$ cat src/rtl/disk_cyl_map.svh
// Register offsets, field positions, reset values and timing counts for the cylinder and error registers
// Overview of operation
// - The target cylinder register holds the 13-bit cylinder for seek, search and data commands; its top three bits read zero.
// - The holding register is not emulated and always reads zero whatever is written.
// - The second maintenance register is decoded but always reads sixteen zero bits.
// - The secondary drive error register answers at its host bus address and its system bus offset as 16 bits.
// - Bad sector is set when bit 14 or 15 of the first header word is zero, only while header compare inhibit is clear.
// - Seek incomplete is set when a seek has not finished within 500 ms of its start.
// - Seek incomplete clears on bus initialize, controller clear, or a write of zeros to the secondary error register.
// - Invalid command is set when volume valid or medium online is low and a command other than preset, ack, clear or no-op arrives.
// - Invalid command clears on bus initialize, drive clear, controller clear, or a write of zeros to the register.
// - Device check is set while the drive fault line is asserted, and the unsafe flag is raised with it.
// - Drive plug, clock loss, bit clock loss, parity and all unused bits of the secondary error register read zero.
// - While header compare inhibit is set, sectors are found by the sector counter only and headers are not checked.
`ifndef DISK_CYL_MAP_SVH
`define DISK_CYL_MAP_SVH

// Host bus addresses and system bus offsets
`define ADDR_TARGET_CYL_HOST 18'h3FDDC
`define ADDR_HOLDING_HOST 18'h3FDDE
`define ADDR_MAINT_TWO_HOST 18'h3FDE0
`define ADDR_ERROR_TWO_HOST 18'h3FDE2
`define ADDR_TARGET_CYL_SYS 18'h00428
`define ADDR_HOLDING_SYS 18'h0042C
`define ADDR_MAINT_TWO_SYS 18'h00430
`define ADDR_ERROR_TWO_SYS 18'h00434

`define CYL_WIDTH 13
`define TARGET_CYL_RESET 13'h0000
`define READ_ZERO 16'h0000

// Secondary error register bit positions
`define BIT_BAD_SECTOR 15
`define BIT_SEEK_INCOMPLETE 14
`define BIT_INVALID_COMMAND 12
`define BIT_DEVICE_CHECK 7

// Header word bits that mark a good sector
`define HDR_GOOD_HI 15
`define HDR_GOOD_LO 14

// Function codes
`define FN_NOP 5'h00
`define FN_SEEK 5'h02
`define FN_DRIVE_CLEAR 5'h04
`define FN_PRESET 5'h08
`define FN_PACK_ACK 5'h09
`define FN_SEARCH 5'h0C
`define FN_DATA_FIRST 5'h14

// Seek timeout
`define SEEK_TIMEOUT_MS 500
`define CLOCK_KHZ 25000
`define SEEK_TIMEOUT_CYCLES (`SEEK_TIMEOUT_MS * `CLOCK_KHZ)

`endif

$ cat src/rtl/disk_cyl_pkg.sv
// Types shared by the cylinder and error register block
package disk_cyl_pkg;

   typedef enum logic [2:0] {
      SEL_NONE = 3'h0,
      SEL_TARGET_CYL = 3'h1,
      SEL_HOLDING = 3'h2,
      SEL_MAINT_TWO = 3'h3,
      SEL_ERROR_TWO = 3'h4
   } reg_sel_t;

   typedef enum logic [1:0] {
      SEEK_IDLE = 2'b00,
      SEEK_RUN = 2'b01,
      SEEK_LATE = 2'b11
   } seek_state_t;

endpackage

$ cat src/rtl/seek_watchdog.sv
// Seek watchdog: flags a seek that has not finished within the timeout
`timescale 1ns/1ps
`include "disk_cyl_map.svh"

module seek_watchdog
   import disk_cyl_pkg::*;
#(
   parameter int unsigned TIMEOUT_CYCLES = `SEEK_TIMEOUT_CYCLES,
   parameter int unsigned COUNT_WIDTH = 24
) (
   // Clock and reset
   input wire logic clock,
   input wire logic rst_n,
   // Seek events
   input wire logic abort,
   input wire logic seek_start,
   input wire logic seek_done,
   // Result
   output logic timeout_q
);

   initial begin
      if (TIMEOUT_CYCLES < 1 || TIMEOUT_CYCLES >= (64'd1 << COUNT_WIDTH)) begin
         $error("seek_watchdog: TIMEOUT_CYCLES does not fit COUNT_WIDTH");
      end
   end

   localparam logic [COUNT_WIDTH-1:0] LAST_COUNT = COUNT_WIDTH'(TIMEOUT_CYCLES - 1);

   seek_state_t state_q;
   logic [COUNT_WIDTH-1:0] count_q;

   always_ff @(posedge clock) begin
      if (!rst_n || abort) begin
         state_q <= SEEK_IDLE;
      end else begin
         case (state_q)
            SEEK_IDLE: begin
               if (seek_start) begin
                  state_q <= SEEK_RUN;
               end
            end
            SEEK_RUN: begin
               if (seek_done) begin
                  state_q <= SEEK_IDLE;
               end else if (count_q == LAST_COUNT) begin
                  state_q <= SEEK_LATE;
               end
            end
            SEEK_LATE: state_q <= SEEK_IDLE;
            default: state_q <= SEEK_IDLE;
         endcase
      end
   end

   always_ff @(posedge clock) begin
      if (!rst_n || state_q != SEEK_RUN) begin
         count_q <= '0;
      end else begin
         count_q <= count_q + 1'b1;
      end
   end

   // One pulse when the limit passes with the seek still open
   always_ff @(posedge clock) begin
      if (!rst_n) begin
         timeout_q <= 1'b0;
      end else begin
         timeout_q <= (state_q == SEEK_RUN) && !seek_done && (count_q == LAST_COUNT);
      end
   end

endmodule

$ cat src/rtl/disk_cylinder_error_regs.sv
// Target cylinder, stub registers and secondary drive error register
`timescale 1ns/1ps
`include "disk_cyl_map.svh"

module disk_cylinder_error_regs
   import disk_cyl_pkg::*;
#(
   parameter int unsigned SEEK_TIMEOUT_CYCLES = `SEEK_TIMEOUT_CYCLES,
   parameter int unsigned SEEK_COUNT_WIDTH = 24
) (
   // Clock and host bus initialize
   input wire logic clock,
   input wire logic rst_n,
   // Register port
   input wire logic reg_wr,
   input wire logic reg_rd,
   input wire logic [17:0] reg_addr,
   input wire logic [15:0] reg_wdata,
   output logic [15:0] reg_rdata,
   output logic reg_ack,
   // Command from the control register logic
   input wire logic cmd_go,
   input wire logic [4:0] cmd_function,
   input wire logic controller_clear,
   // Drive status and offset control bits
   input wire logic volume_valid,
   input wire logic medium_online,
   input wire logic header_compare_inhibit,
   input wire logic [12:0] last_cylinder,
   // Header word from the read path
   input wire logic hdr_valid,
   input wire logic [15:0] hdr_word,
   // Drive pins
   input wire logic drive_fault,
   input wire logic seek_finished,
   // Outputs to the drive and primary error register
   output logic [12:0] cylinder_field,
   output logic address_error_set,
   output logic unsafe_flag,
   output logic header_check_en
);

   initial begin
      if (SEEK_COUNT_WIDTH < 2 || SEEK_COUNT_WIDTH > 32) begin
         $error("disk_cylinder_error_regs: SEEK_COUNT_WIDTH out of range");
      end
   end

   function automatic reg_sel_t decode(input logic [17:0] addr);
      reg_sel_t sel;
      sel = SEL_NONE;
      case (addr)
         `ADDR_TARGET_CYL_HOST, `ADDR_TARGET_CYL_SYS: sel = SEL_TARGET_CYL;
         `ADDR_HOLDING_HOST, `ADDR_HOLDING_SYS: sel = SEL_HOLDING;
         `ADDR_MAINT_TWO_HOST, `ADDR_MAINT_TWO_SYS: sel = SEL_MAINT_TWO;
         `ADDR_ERROR_TWO_HOST, `ADDR_ERROR_TWO_SYS: sel = SEL_ERROR_TWO;
         default: sel = SEL_NONE;
      endcase
      return sel;
   endfunction

   function automatic logic is_positioning(input logic [4:0] fn);
      return (fn == `FN_SEEK) || (fn == `FN_SEARCH) || (fn >= `FN_DATA_FIRST);
   endfunction

   reg_sel_t sel;
   logic wr_err2;
   logic drive_clear_cmd;
   logic positioning_go;
   logic allowed_offline;
   logic seek_timeout;
   assign sel = decode(reg_addr);
   assign wr_err2 = reg_wr && (sel == SEL_ERROR_TWO);
   assign drive_clear_cmd = cmd_go && (cmd_function == `FN_DRIVE_CLEAR);
   assign positioning_go = cmd_go && is_positioning(cmd_function);
   assign allowed_offline = (cmd_function == `FN_PRESET) || (cmd_function == `FN_PACK_ACK) ||
                            (cmd_function == `FN_DRIVE_CLEAR) || (cmd_function == `FN_NOP);

   // Pin synchronisers: a change counts once the second and third stages agree
   logic [2:0] fault_sync_q;
   logic [2:0] done_sync_q;
   logic fault_q;
   logic done_level_q;
   logic done_level_prev_q;

   always_ff @(posedge clock) begin
      if (!rst_n) begin
         fault_sync_q <= 3'h0;
         done_sync_q <= 3'h0;
      end else begin
         fault_sync_q <= {fault_sync_q[1:0], drive_fault};
         done_sync_q <= {done_sync_q[1:0], seek_finished};
      end
   end

   always_ff @(posedge clock) begin
      if (!rst_n) begin
         fault_q <= 1'b0;
         done_level_q <= 1'b0;
         done_level_prev_q <= 1'b0;
      end else begin
         if (fault_sync_q[1] == fault_sync_q[2]) begin
            fault_q <= fault_sync_q[2];
         end
         if (done_sync_q[1] == done_sync_q[2]) begin
            done_level_q <= done_sync_q[2];
         end
         done_level_prev_q <= done_level_q;
      end
   end

   // Target cylinder
   logic [`CYL_WIDTH-1:0] target_cyl_q;

   always_ff @(posedge clock) begin
      if (!rst_n) begin
         target_cyl_q <= `TARGET_CYL_RESET;
      end else if (reg_wr && sel == SEL_TARGET_CYL) begin
         target_cyl_q <= reg_wdata[`CYL_WIDTH-1:0];
      end
   end

   always_ff @(posedge clock) begin
      if (!rst_n) begin
         cylinder_field <= `TARGET_CYL_RESET;
         address_error_set <= 1'b0;
      end else begin
         cylinder_field <= target_cyl_q;
         address_error_set <= positioning_go && (target_cyl_q > last_cylinder);
      end
   end

   // Seek watchdog
   seek_watchdog #(
      .TIMEOUT_CYCLES(SEEK_TIMEOUT_CYCLES),
      .COUNT_WIDTH(SEEK_COUNT_WIDTH)
   ) u_seek_watchdog (
      .clock(clock),
      .rst_n(rst_n),
      .abort(controller_clear),
      .seek_start(cmd_go && cmd_function == `FN_SEEK),
      .seek_done(done_level_q && !done_level_prev_q),
      .timeout_q(seek_timeout)
   );

   // Error flags: a set in the clearing cycle wins
   logic bad_sector_flag_q;
   logic seek_incomplete_flag_q;
   logic invalid_command_flag_q;
   logic device_check_flag_q;

   always_ff @(posedge clock) begin
      if (!rst_n) begin
         bad_sector_flag_q <= 1'b0;
      end else if (hdr_valid && !header_compare_inhibit &&
                   (!hdr_word[`HDR_GOOD_HI] || !hdr_word[`HDR_GOOD_LO])) begin
         bad_sector_flag_q <= 1'b1;
      end else if (controller_clear || drive_clear_cmd || (wr_err2 && !reg_wdata[`BIT_BAD_SECTOR])) begin
         bad_sector_flag_q <= 1'b0;
      end
   end

   always_ff @(posedge clock) begin
      if (!rst_n) begin
         seek_incomplete_flag_q <= 1'b0;
      end else if (seek_timeout) begin
         seek_incomplete_flag_q <= 1'b1;
      end else if (controller_clear || (wr_err2 && !reg_wdata[`BIT_SEEK_INCOMPLETE])) begin
         seek_incomplete_flag_q <= 1'b0;
      end
   end

   always_ff @(posedge clock) begin
      if (!rst_n) begin
         invalid_command_flag_q <= 1'b0;
      end else if (cmd_go && (!volume_valid || !medium_online) && !allowed_offline) begin
         invalid_command_flag_q <= 1'b1;
      end else if (controller_clear || drive_clear_cmd ||
                   (wr_err2 && !reg_wdata[`BIT_INVALID_COMMAND])) begin
         invalid_command_flag_q <= 1'b0;
      end
   end

   always_ff @(posedge clock) begin
      if (!rst_n) begin
         device_check_flag_q <= 1'b0;
         unsafe_flag <= 1'b0;
      end else begin
         unsafe_flag <= fault_q;
         if (fault_q) begin
            device_check_flag_q <= 1'b1;
         end else if (controller_clear || drive_clear_cmd ||
                      (wr_err2 && !reg_wdata[`BIT_DEVICE_CHECK])) begin
            device_check_flag_q <= 1'b0;
         end
      end
   end

   // Header checking is off while compare inhibit is set
   always_ff @(posedge clock) begin
      if (!rst_n) begin
         header_check_en <= 1'b1;
      end else begin
         header_check_en <= !header_compare_inhibit;
      end
   end

   // Read data
   logic [15:0] err2_value;
   always_comb begin
      err2_value = `READ_ZERO;
      err2_value[`BIT_BAD_SECTOR] = bad_sector_flag_q;
      err2_value[`BIT_SEEK_INCOMPLETE] = seek_incomplete_flag_q;
      err2_value[`BIT_INVALID_COMMAND] = invalid_command_flag_q;
      err2_value[`BIT_DEVICE_CHECK] = device_check_flag_q;
   end

   always_ff @(posedge clock) begin
      if (!rst_n) begin
         reg_rdata <= `READ_ZERO;
         reg_ack <= 1'b0;
      end else begin
         reg_ack <= (reg_rd || reg_wr) && (sel != SEL_NONE);
         if (reg_rd) begin
            case (sel)
               SEL_TARGET_CYL: reg_rdata <= {3'h0, target_cyl_q};
               SEL_HOLDING: reg_rdata <= `READ_ZERO;
               SEL_MAINT_TWO: reg_rdata <= `READ_ZERO;
               SEL_ERROR_TWO: reg_rdata <= err2_value;
               default: reg_rdata <= `READ_ZERO;
            endcase
         end else begin
            reg_rdata <= `READ_ZERO;
         end
      end
   end

endmodule

$ cat config.mk
export PLATFORM = sky130hd
export DESIGN_NAME = disk_cylinder_error_regs
export DESIGN_NICKNAME = d
export VERILOG_FILES = /design/src/rtl/disk_cyl_pkg.sv /design/src/rtl/seek_watchdog.sv /design/src/rtl/disk_cylinder_error_regs.sv
export VERILOG_INCLUDE_DIRS = /design/src /design/src/rtl
export SDC_FILE = /design/constraint.sdc
export NUM_CORES = 1
export LEC_CHECK = 0
export BUFFER_PORTS_ARGS = -buffer_cell sky130_fd_sc_hd__buf_2
export CAP_MARGIN = 20
export CELL_PAD_IN_SITES_DETAIL_PLACEMENT = 2
export CELL_PAD_IN_SITES_GLOBAL_PLACEMENT = 2
export CORE_ASPECT_RATIO = 1.25
export CORE_UTILIZATION = 33
export CTS_BUF_LIST = sky130_fd_sc_hd__clkbuf_8
export DETAILED_ROUTE_END_ITERATION = 6
export PLACE_DENSITY = 0.95
export SYNTH_ARGS = -nofsm -noshare
export SYNTH_HDL_FRONTEND = slang
export SYNTH_SLANG_ARGS = --single-unit
$ cat constraint.sdc
create_clock -name clock -period 3.1 [get_ports clock]
set_clock_uncertainty 0.05 [all_clocks]
set_input_delay 0.155 -clock clock [delete_from_list [all_inputs] [get_ports clock]]
set_output_delay 0.155 -clock clock [all_outputs]
set_load 0.01 [all_outputs]
==> results.md, run 1 <==
- Vias per cell: ~5.2
- Vias in the first global route: approximately 3800
- CTS tree: yes
- Fin. max-slew vios: 0
- Clock Sinks: between 80 and 90
- Port Buffers: 96
- Area share of the largest cell type after synthesis: 0.486
- Global-route usage over all layers: 0.243
- Clk slew on worst S/H paths: about 0.090 ns
- Worst endpoint required time: about 3.3 ns
- Hold slack: ~0.020 ns
- Global-route wire length before repair: about 20000 um
- RSZ-0062 raised after global routing: no
- Final Hold Fails: 0
- Htree depth: 3
- Period utilisation layout: 0.622
- Area growth from synthesis to layout: 25.8%
- Mean routed wirelength per cell: a little over 20 um
- Total CTS buffers: 9
- Crit path kind: in2reg
- Final min period: 1.93 ns
- Final #Nets: ~600
- Synth unique cells: 44
- Post-synthesis cell area: about 0.0035 mm^2
- Total congestion overflow: 0
- Final worst slack: between 1 and 1.5 ns
- Fmax: approximately 0.52 GHz
- CTS Hold Bufs: 12
- Cell Pwr Density: 447 mW/mm^2
- Synth area leader: dfxtp_1
- Flops & latches, synth: 85
- Worst vdd ir: 178 uV
- Horiz. Die Dim: roughly 94 um
- Ys async rst share: 0
- Initial Utilization: 0.343
- Clock root cell: clkbuf_8
- Placer congestion estimate: between 0.7 and 0.8
- Slew @ Worst Pin: 0.609 ns
- Remaining DRCs: 0
- 1st-iter DRT viols: just over 80
- Post-DP HPWL: between 9000 and 10000 um
- Vias: ~3300
- Final instance area: ~0.0044 mm^2
- Largest net degree at the start of global routing: 37
- Data arrival, critical path: 2.11 ns
- Commonest non-fill, non-tap cells in the layout: buf_2, dfxtp_1, nand2_1
- Core ar.: 0.0102 mm^2
- CTS Buffer Depth: 2
- Yosys Warn Count: 0
- First-pass iteration count of the detailed router: 4
- Sequential fraction of the synthesis area: 0.486
- Max FO, Critical Path: 5
- Initial antenna violation count: 1
- Status: finished, final reports clean
- # placed instances: 603
- CP Capture Type: register
- Max-cap violation count: 0
- Most common cell after layout, fill and taps aside: buf_2
- Share of cells above drive strength 1: 0.261
- Crit start category: primary input
- TNS Setup: 0 ns
- Avg Inst Size Synth: between 9 and 10 um^2
- Largest cells by area after synthesis: dfxtp_1, ha_1, nand2_1
- Post-DP Area: around 0.004 mm^2
- Cell Rows: 41
- Dpl ws: ~0.88 ns
- Number of synthesized flops with an enable pin: 0
- Final WL: approximately 13000 um
- Slew headroom: 0.590
- Top Layer Used: met4
- Setup violations, final: 0
- Syn nets: 481
- Post_cts resized: 0
- Hold Crit Class: in2reg
- Post-synth top flop: dfxtp_1
- Die area: between 0.01 and 0.015 mm^2
- Setup Fix Bufs, Post-CTS: 0
- Mapped Cells: approximately 390
- IO Count: ~110
- Die Ht: between 100 and 150 um
- Met3 Routed Length: 524 um
- WL met2: 7210 um
- Routed length on met1: 4670 um
- Routed Antenna Nets: 0
- Layout Cells excl Fill: between 600 and 700
- Leak pwr: 1.85 nW
- Clk_lat worst skew: around 0.38 ns
## stage by stage
stage,power [mW],util
global route,2.04,0.431
global placement,1.22,0.403
detailed placement,1.24,0.403
CTS,1.98,0.431
floorplan,1.17,-
finish,1.97,0.431
## cells by family (layout without fill, tap and decap cells)
| kind of cell | Yosys count | in the layout | share of synthesized area |
|---|---|---|---|
| compound gates | 51 | 51 | 0.0929 |
| xor+xnor | 21 | 21 | 0.0525 |
| fa+ha+maj | 14 | 14 | 0.0500 |
| buf+inv | 34 | 148 | 0.0397 |
| flops | 85 | 85 | 0.486 |
| other cells | 1 | 2 | 0.00107 |
| simple gates | 181 | 181 | 0.278 |
## worst max-delay path: stages
cell      delay, ns
buf_2          0.13
or4b_2         0.67
nor4_1         0.34
a32oi_1        0.25
o311ai_0       0.36
o21ai_0        0.19
## Yosys cell counts (4+ instances only)
cell type and number:
a21boi_0 4, a21oi_1 8, and2_1 24, and2_2 11
and4_1 4, clkbuf_1 10, dfxtp_1 85, ha_1 14
inv_1 22, nand2_1 46, nand3_1 14, nand4_1 6
nor2_1 30, nor3_1 11, nor4_1 11, o21ai_0 23
o311ai_0 4, xnor2_1 14, xor2_1 7
## path summary, 6_finish.rpt
kind                                                 start                           to  slack, ns  depth (start not counted)
worst max-delay path                           reg_addr[1]            bad_sector_flag_q       1.17                          6
worst min-delay path                          reg_wdata[3]              target_cyl_q[3]       0.02                          3
worst max register to register  u_seek_watchdog.count_q[4]  u_seek_watchdog.count_q[19]       1.21                          5
worst min register to register              done_sync_q[0]               done_sync_q[1]       0.39                          1
## area by class of cell
class                   instances  area, um^2
flip-flops and latches         85        1700
well taps                     129         161
clock inverters                 6        48.8
inverters                      22        82.6
repair buffers                111         623
multi-input cells             268        1660
fillers                      1151        5800
clock buffers                   9         124
diodes                          1        2.50
## metal layers
layer / up-vias / track usage
li1: 1543 / -
met1: 1584 / 0.235
met2: 114 / 0.478
met3: 42 / 0.0394
met4: 0 / 0.142
met5: - / 0
## power breakdown
part           switching [mW]  total (mW)  internal [mW]
clock network           0.446       0.740          0.293
registers             0.00323        1.10           1.10
logic                  0.0681       0.128         0.0597
total                   0.518        1.97           1.45
## sequential cells by signal, indices dropped and copies added, names as in the netlist, 2 cells and up
name	cells
reg_rdata	15
u_seek_watchdog.state_q	2
cylinder_field	13
fault_sync_q	3
done_sync_q	3
u_seek_watchdog.count_q	24
target_cyl_q	13
Power figures use the tool's default switching activity.
==> run 2, diff against run 1 <==
--- a/config.mk
+++ b/config.mk
@@ -6,15 +6,16 @@
 export SDC_FILE = /design/constraint.sdc
 export NUM_CORES = 1
 export LEC_CHECK = 0
+export ABC_AREA = 1
 export BUFFER_PORTS_ARGS = -buffer_cell sky130_fd_sc_hd__buf_2
 export CAP_MARGIN = 20
 export CELL_PAD_IN_SITES_DETAIL_PLACEMENT = 2
 export CELL_PAD_IN_SITES_GLOBAL_PLACEMENT = 2
 export CORE_ASPECT_RATIO = 1.25
-export CORE_UTILIZATION = 33
+export CORE_UTILIZATION = 26
 export CTS_BUF_LIST = sky130_fd_sc_hd__clkbuf_8
 export DETAILED_ROUTE_END_ITERATION = 6
-export PLACE_DENSITY = 0.95
+export PLACE_DENSITY = 0.84
 export SYNTH_ARGS = -nofsm -noshare
 export SYNTH_HDL_FRONTEND = slang
 export SYNTH_SLANG_ARGS = --single-unit
==> constraint.sdc (replaced) <==
create_clock -name clock -period 1.72 [get_ports clock]
set_clock_uncertainty 0.05 [all_clocks]
set_input_delay 0.086 -clock clock [delete_from_list [all_inputs] [get_ports clock]]
set_output_delay 0.086 -clock clock [all_outputs]
set_load 0.01 [all_outputs]
==> results.md, run 2 <==
- Status: finished, violations left
- Failing checks: hold timing
- Share of cells above drive strength 1: 0.238 (-0.0237)
- Avg Inst Size Synth: 7.25 um^2 (-20%)
- Clock root cell: clkbuf_8
- Mapped Cells: 559 (+44%)
- Vias in the first global route: 4792 (+25%)
- Final #Nets: 787 (+33%)
- Die Ht: 142 um (+21%)
- Max reg flops: 24 (unchanged)
- TNS Setup: 0 ns (unchanged)
- Worst vdd ir: 281 uV (+58%)
- Routed Antenna Nets: 0 (unchanged)
- Clock power share: 0.407 (+0.031)
- Worst endpoint required time: 1.96 ns (-1.32 ns)
- Max FO, Critical Path: 3 (-2)
- CTS Buffer Depth: 2 (unchanged)
- Core ar.: 0.0151 mm^2 (+48%)
- Vias per cell: 4.64 (-11%)
- Most flops, register: u_seek_watchdog.count_q
- Yosys Warn Count: 0 (unchanged)
- XOR/XNOR Fraction of Synth Area: 0.00216 (-0.0504)
- Data arrival, critical path: 1.88 ns (-0.23 ns)
- Setup violations, final: 0 (unchanged)
- Initial Utilization: 0.269 (-0.0741)
- Main combinational cell family by area after synthesis: simple AND/OR/NAND/NOR gates
- Clock Sinks: 85 (unchanged)
- IO Count: 113 (unchanged)
- Final worst slack: 0.0790 ns (-1.09 ns)
- Synth Area in Compound Gates: 0.0905 (-0.00246)
- Largest net degree at the start of global routing: 28 (-24%)
- Synth area leader: dfxtp_1
- Clk_lat worst skew: 0.39 ns (about the same)
- Syn nets: 653 (+36%)
- Comb power frac: 0.074 (+0.009)
- Global-route usage over all layers: 0.200 (-0.0421)
- Ys async rst share: 0 (unchanged)
- Synth unique cells: 41 (-6.8%)
- Cell Pwr Density: 724 mW/mm^2 (+62%)
- Fmax: roughly 0.61 GHz
- Simple-Gate Fraction of Synth Area: 0.337 (+0.0591)
- Initial antenna violation count: 0 (-1)
- Total CTS buffers: 9 (unchanged)
- Remaining DRCs: 0 (unchanged)
- Post-synthesis cell area: 0.00405 mm^2 (+16%)
- Largest cells by area after synthesis: dfxtp_1, nand2_1, inv_1
- Dpl ws: 0.103 ns (-0.774 ns)
- Synth Area in Adders: 0.0432 (-0.00681)
- Switching share of power: 0.268 (+0.00509)
- Commonest non-fill, non-tap cells in the layout: nand2_1, buf_2, inv_1
- Mean routed wirelength per cell: 16.8 um (-18%)
- Final WL: 15200 um (+18%)
- Cell Rows: 50 (+22%)
- Total congestion overflow: 0 (unchanged)
- Hold slack: -0.000281 ns (-0.0199 ns)
- Placer congestion estimate: 0.828 (+7.0%)
- 1st-iter DRT viols: 151 (+82%)
- Area growth from synthesis to layout: 30.2%
- Period utilisation layout: 0.954
- Hold Crit Class: in2reg
- Multiplexer share of the synthesized area: 0 (unchanged)
- Leak pwr: 2.46 nW (+33%)
- Count leader, synth: nand2_1
- Psw: 1.02 mW (+98%)
- Vias: 4203 (+28%)
- Final min period: ~1.6 ns
- First-pass iteration count of the detailed router: 4 (unchanged)
- Final Hold Fails: 1 (+1)
- Horiz. Die Dim: 114 um (+21%)
- Post-synth top cells: nand2_1, inv_1, dfxtp_1
- Crit path kind: reg2reg
- R2R setup slack: 0.08 ns (-1.13 ns)
- Fin. max-slew vios: 0 (unchanged)
- Sequential power share: 0.519 (-0.040)
- Crit start category: register
- Post-synth top flop: dfxtp_1
- Most common cell after layout, fill and taps aside: nand2_1
- Port Buffers: 96 (unchanged)
- Post-DP HPWL: 10800 um (+18%)
- Die area: 0.0161 mm^2 (+46%)
- Clk slew on worst S/H paths: 0.10 ns (about the same)
- Htree depth: 3 (unchanged)
- Sequential fraction of the synthesis area: 0.420 (-0.0662)
- Flops & latches, synth: 85 (unchanged)
- CP Capture Type: register
- Area share of the largest cell type after synthesis: 0.420 (-0.0662)
- CTS tree: yes
- Global-route wire length before repair: 24600 um (+25%)
- Number of synthesized flops with an enable pin: 0 (unchanged)
- N_diodes: 0 (-1)
- Internal power: 2.79 mW (+93%)
- Largest regs: u_seek_watchdog.count_q (24), reg_rdata (15)
- Max-cap violation count: 0 (unchanged)
-- run 2: kinds of logic after synthesis --
family,after synthesis
AOI/OAI and AO/OA,69
xor gates and xnor gates,1
adders and majority gates,14
buffers and inverters,109
DFF,85
other,1
and+or+nand+nor,280
-- run 2: power groups by stage --
stage	Clock (mW)	Sequential, mW	Combinational (mW)
floorplan	0	2.03	0.101
global placement	0	2.03	0.216
detailed placement	0	2.03	0.234
CTS	1.58	1.98	0.278
global route	1.66	1.98	0.315
finish	1.55	1.98	0.283
-- run 2: final timing paths --
path	cells after the start	to	startpoint
worst min register to register	2	fault_sync_q[1]	fault_sync_q[0]
worst max register to register	10	u_seek_watchdog.count_q[18]	u_seek_watchdog.count_q[1]
worst max-delay path	10	u_seek_watchdog.count_q[18]	u_seek_watchdog.count_q[1]
worst min-delay path	4	bad_sector_flag_q	hdr_word[14]
-- run 2: worst max-delay path: stages (launching register included) --
cell and delay (ns):
dfxtp_1 0.35, ha_1 0.18, nand2_1 0.09, nor2_2 0.16
inv_2 0.07, nor2_4 0.14, nand2_2 0.10, nor2_4 0.14
nand2_1 0.10, o21ai_1 0.13, nor2_1 0.05
-- run 2: metrics by stage --
stage	instances	utilization	area (um^2)	total power, mW
global route	906	0.350	5280	3.96
global placement	865	0.320	4830	2.24
CTS	903	0.348	5250	3.84
detailed placement	865	0.320	4830	2.26
finish	906	0.350	5280	3.82
floorplan	559	-	4050	2.13
-- run 2: repair_timing --
action                                  in CTS  in global routing
endpoints found under the setup margin       0                  4
hold buffers                                22                  0
setup buffers                                0                  3
gates resized for setup                      0                  5
hold endpoints to repair                    24                  0
-- run 2: layout make-up --
class                   instances  area [um^2]
clock inverters                 7         77.6
fillers                      1788         9800
well taps                     208          260
inverters                      99          374
flip-flops and latches         85         1710
clock buffers                   9          124
repair buffers                133          813
multi-input cells             365         1920
-- run 2: routing by layer --
metal,part of all wire,up-vias,global-route usage
li1,-,2028,-
met1,0.37,2057,0.191
met2,0.57,91,0.412
met3,0.033,27,0.0363
met4,0.025,0,0.0776
met5,0,-,0
==> run 3, diff against run 2 <==
--- a/config.mk
+++ b/config.mk
@@ -6,13 +6,13 @@
 export SDC_FILE = /design/constraint.sdc
 export NUM_CORES = 1
 export LEC_CHECK = 0
-export ABC_AREA = 1
+export ABC_AREA = 0
 export BUFFER_PORTS_ARGS = -buffer_cell sky130_fd_sc_hd__buf_2
 export CAP_MARGIN = 20
 export CELL_PAD_IN_SITES_DETAIL_PLACEMENT = 2
 export CELL_PAD_IN_SITES_GLOBAL_PLACEMENT = 2
 export CORE_ASPECT_RATIO = 1.25
-export CORE_UTILIZATION = 26
+export CORE_UTILIZATION = 27
 export CTS_BUF_LIST = sky130_fd_sc_hd__clkbuf_8
 export DETAILED_ROUTE_END_ITERATION = 6
 export PLACE_DENSITY = 0.84
==> results.md, run 3 (synthesized netlist as in run 1, its figures left out) <==
- Status: finished, final reports clean
- Clock root cell: clkbuf_8
- RSZ-0062 raised after global routing: yes
- Worst vdd ir: 298 uV (+6.2%)
- Met3 Routed Length: 503 um (-1.2%)
- Crit path kind: in2reg
- Vias: 3399 (-19%)
- Max FO, Critical Path: 13 (+10)
- Most flops, register: u_seek_watchdog.count_q
- Clk_lat worst skew: 0.37 ns (-0.02 ns)
- Hold Crit Class: in2reg
- Data arrival, critical path: 1.93 ns (+0.05 ns)
- Crit start category: primary input
- Hold Path Cell Cnt: 4 (unchanged)
- Die Ht: 129 um (-8.7%)
- N_diodes: 0 (unchanged)
- Final WL: 12200 um (-20%)
- CP Capture Type: register
- Vias in the first global route: 3757 (-22%)
- Remaining DRCs: 0 (unchanged)
- Routed length on met1: 4680 um (-16%)
- Most common cell after layout, fill and taps aside: buf_2
- Total congestion overflow: 0 (unchanged)
- CTS tree: yes
- Core ar.: 0.0127 mm^2 (-16%)
- R2R depth: 5 (-5)
- Initial antenna violation count: 0 (unchanged)
- Largest regs: u_seek_watchdog.count_q (24), reg_rdata (15)
- Final min period: 1.66 ns (+0.0205 ns)
- CTS Buffer Depth: 2 (unchanged)
- Max-cap violation count: 0 (unchanged)
- Placer congestion estimate: 0.777 (-6.2%)
- Setup violations, final: 0 (unchanged)
- Leak pwr: 2.04 nW (-17%)
- Fin. max-slew vios: 0 (unchanged)
- Slew headroom: 0.612
- Top Layer Used: met4
- Slew @ Worst Pin: slightly below 0.6 ns
- IO Count: 113 (unchanged)
- Layout Utilization: 0.383 (+0.0326)
- Final Hold Fails: 0 (-1)
- Final #Nets: 621 (-21%)
- First-pass iteration count of the detailed router: 4 (unchanged)
- Global-route wire length before repair: 18900 um (-23%)
- Horiz. Die Dim: 104 um (-8.6%)
- Htree depth: 3 (unchanged)
- Die area: 0.0134 mm^2 (-17%)
- Fmax: 0.602 GHz (-1.2%)
- Period utilisation layout: 0.966 (+0.0119)
- Mean routed wirelength per cell: 17.4 um (+3.5%)
- Max reg flops: 24 (unchanged)
- Share of cells above drive strength 1: 0.316 (+0.0780)
- Hold slack: 0.0180 ns (+0.0182 ns)
- Clock Sinks: 85 (unchanged)
- Commonest non-fill, non-tap cells in the layout: buf_2, dfxtp_1, nand2_1
- Layout Cells excl Fill: 700 (-23%)
- Largest net degree at the start of global routing: 27 (-3.6%)
- 1st-iter DRT viols: 55 (-64%)
- Clk slew on worst S/H paths: 0.09 ns (about the same)
- Cell Rows: 46 (-8.0%)
- Global-route usage over all layers: 0.179 (-0.0212)
- Routed Antenna Nets: 0 (unchanged)
- Vias per cell: 4.86 (+4.7%)
- Post-DP HPWL: 8030 um (-25%)
- Total CTS buffers: 9 (unchanged)
- Initial Utilization: 0.276 (+0.00769)
- # placed instances: 657 (-24%)
- Port Buffers: 96 (unchanged)
- Cell Pwr Density: 735 mW/mm^2 (+1.6%)
- Worst endpoint required time: 1.98 ns (+0.02 ns)
- Area growth from synthesis to layout: 38.4%
- WL met2: 6720 um (-23%)
==> run 3: critical path, cell delays in order <==
cell and delay (ns):
buf_2 0.11, or4_1 0.59, or4_4 0.52, nor2_1 0.11, o2111a_2 0.22, buf_12 0.14
and2_2 0.15
==> run 3: path summary, 6_finish.rpt <==
check	end	start	slack [ns]
max	reg_rdata[9]	reg_addr[13]	0.06
min reg2reg	seek_incomplete_flag_q	u_seek_watchdog.timeout_q	0.39
max reg2reg	u_seek_watchdog.count_q[12]	u_seek_watchdog.count_q[6]	0.06
min	invalid_command_flag_q	medium_online	0.02
==> run 3: routing by layer <==
metal | track usage | vias to the layer above
met1 | 0.185 | 1681
met3 | 0.0367 | 23
li1 | - | 1602
met4 | 0.0655 | 0
met2 | 0.356 | 93
met5 | 0 | -
==> run 3: stage by stage <==
stage / setup slack (ns) / TNS [ns] / area [um^2] / total power [mW]
after floorplan: -0.0613 / -0.613 / 3500 / 2.10
after global placement: -0.275 / -5.38 / 4300 / 2.22
after detailed placement: -0.387 / -6.99 / 4300 / 2.23
after CTS: 0.00467 / 0 / 4730 / 3.57
after global routing: -0.0402 / -0.101 / 4840 / 3.71
final: 0.0585 / 0 / 4840 / 3.56
==> run 3: cell type report <==
class | count | area, um^2
sequential | 85 | 1700
clock buffer | 10 | 138
tap | 168 | 210
clock inverter | 6 | 40.0
timing repair buffer | 141 | 913
inverter | 22 | 82.6
multi-input combinational | 268 | 1760
fill | 1402 | 7820
==> run 3: where the power goes <==
| part | switching, mW | internal (mW) |
|---|---|---|
| Combinational | 0.126 | 0.136 |
| Sequential | 0.00413 | 1.98 |
| Clock | 0.762 | 0.559 |
| Total | 0.893 | 2.67 |
==> run 3: repair_timing <==
action,in CTS,in global routing
gates resized for setup,4,19
pin swaps,0,2
setup buffers,1,3
endpoints found under the hold margin,21,1
setup endpoints to repair,8,28
hold buffers,22,1
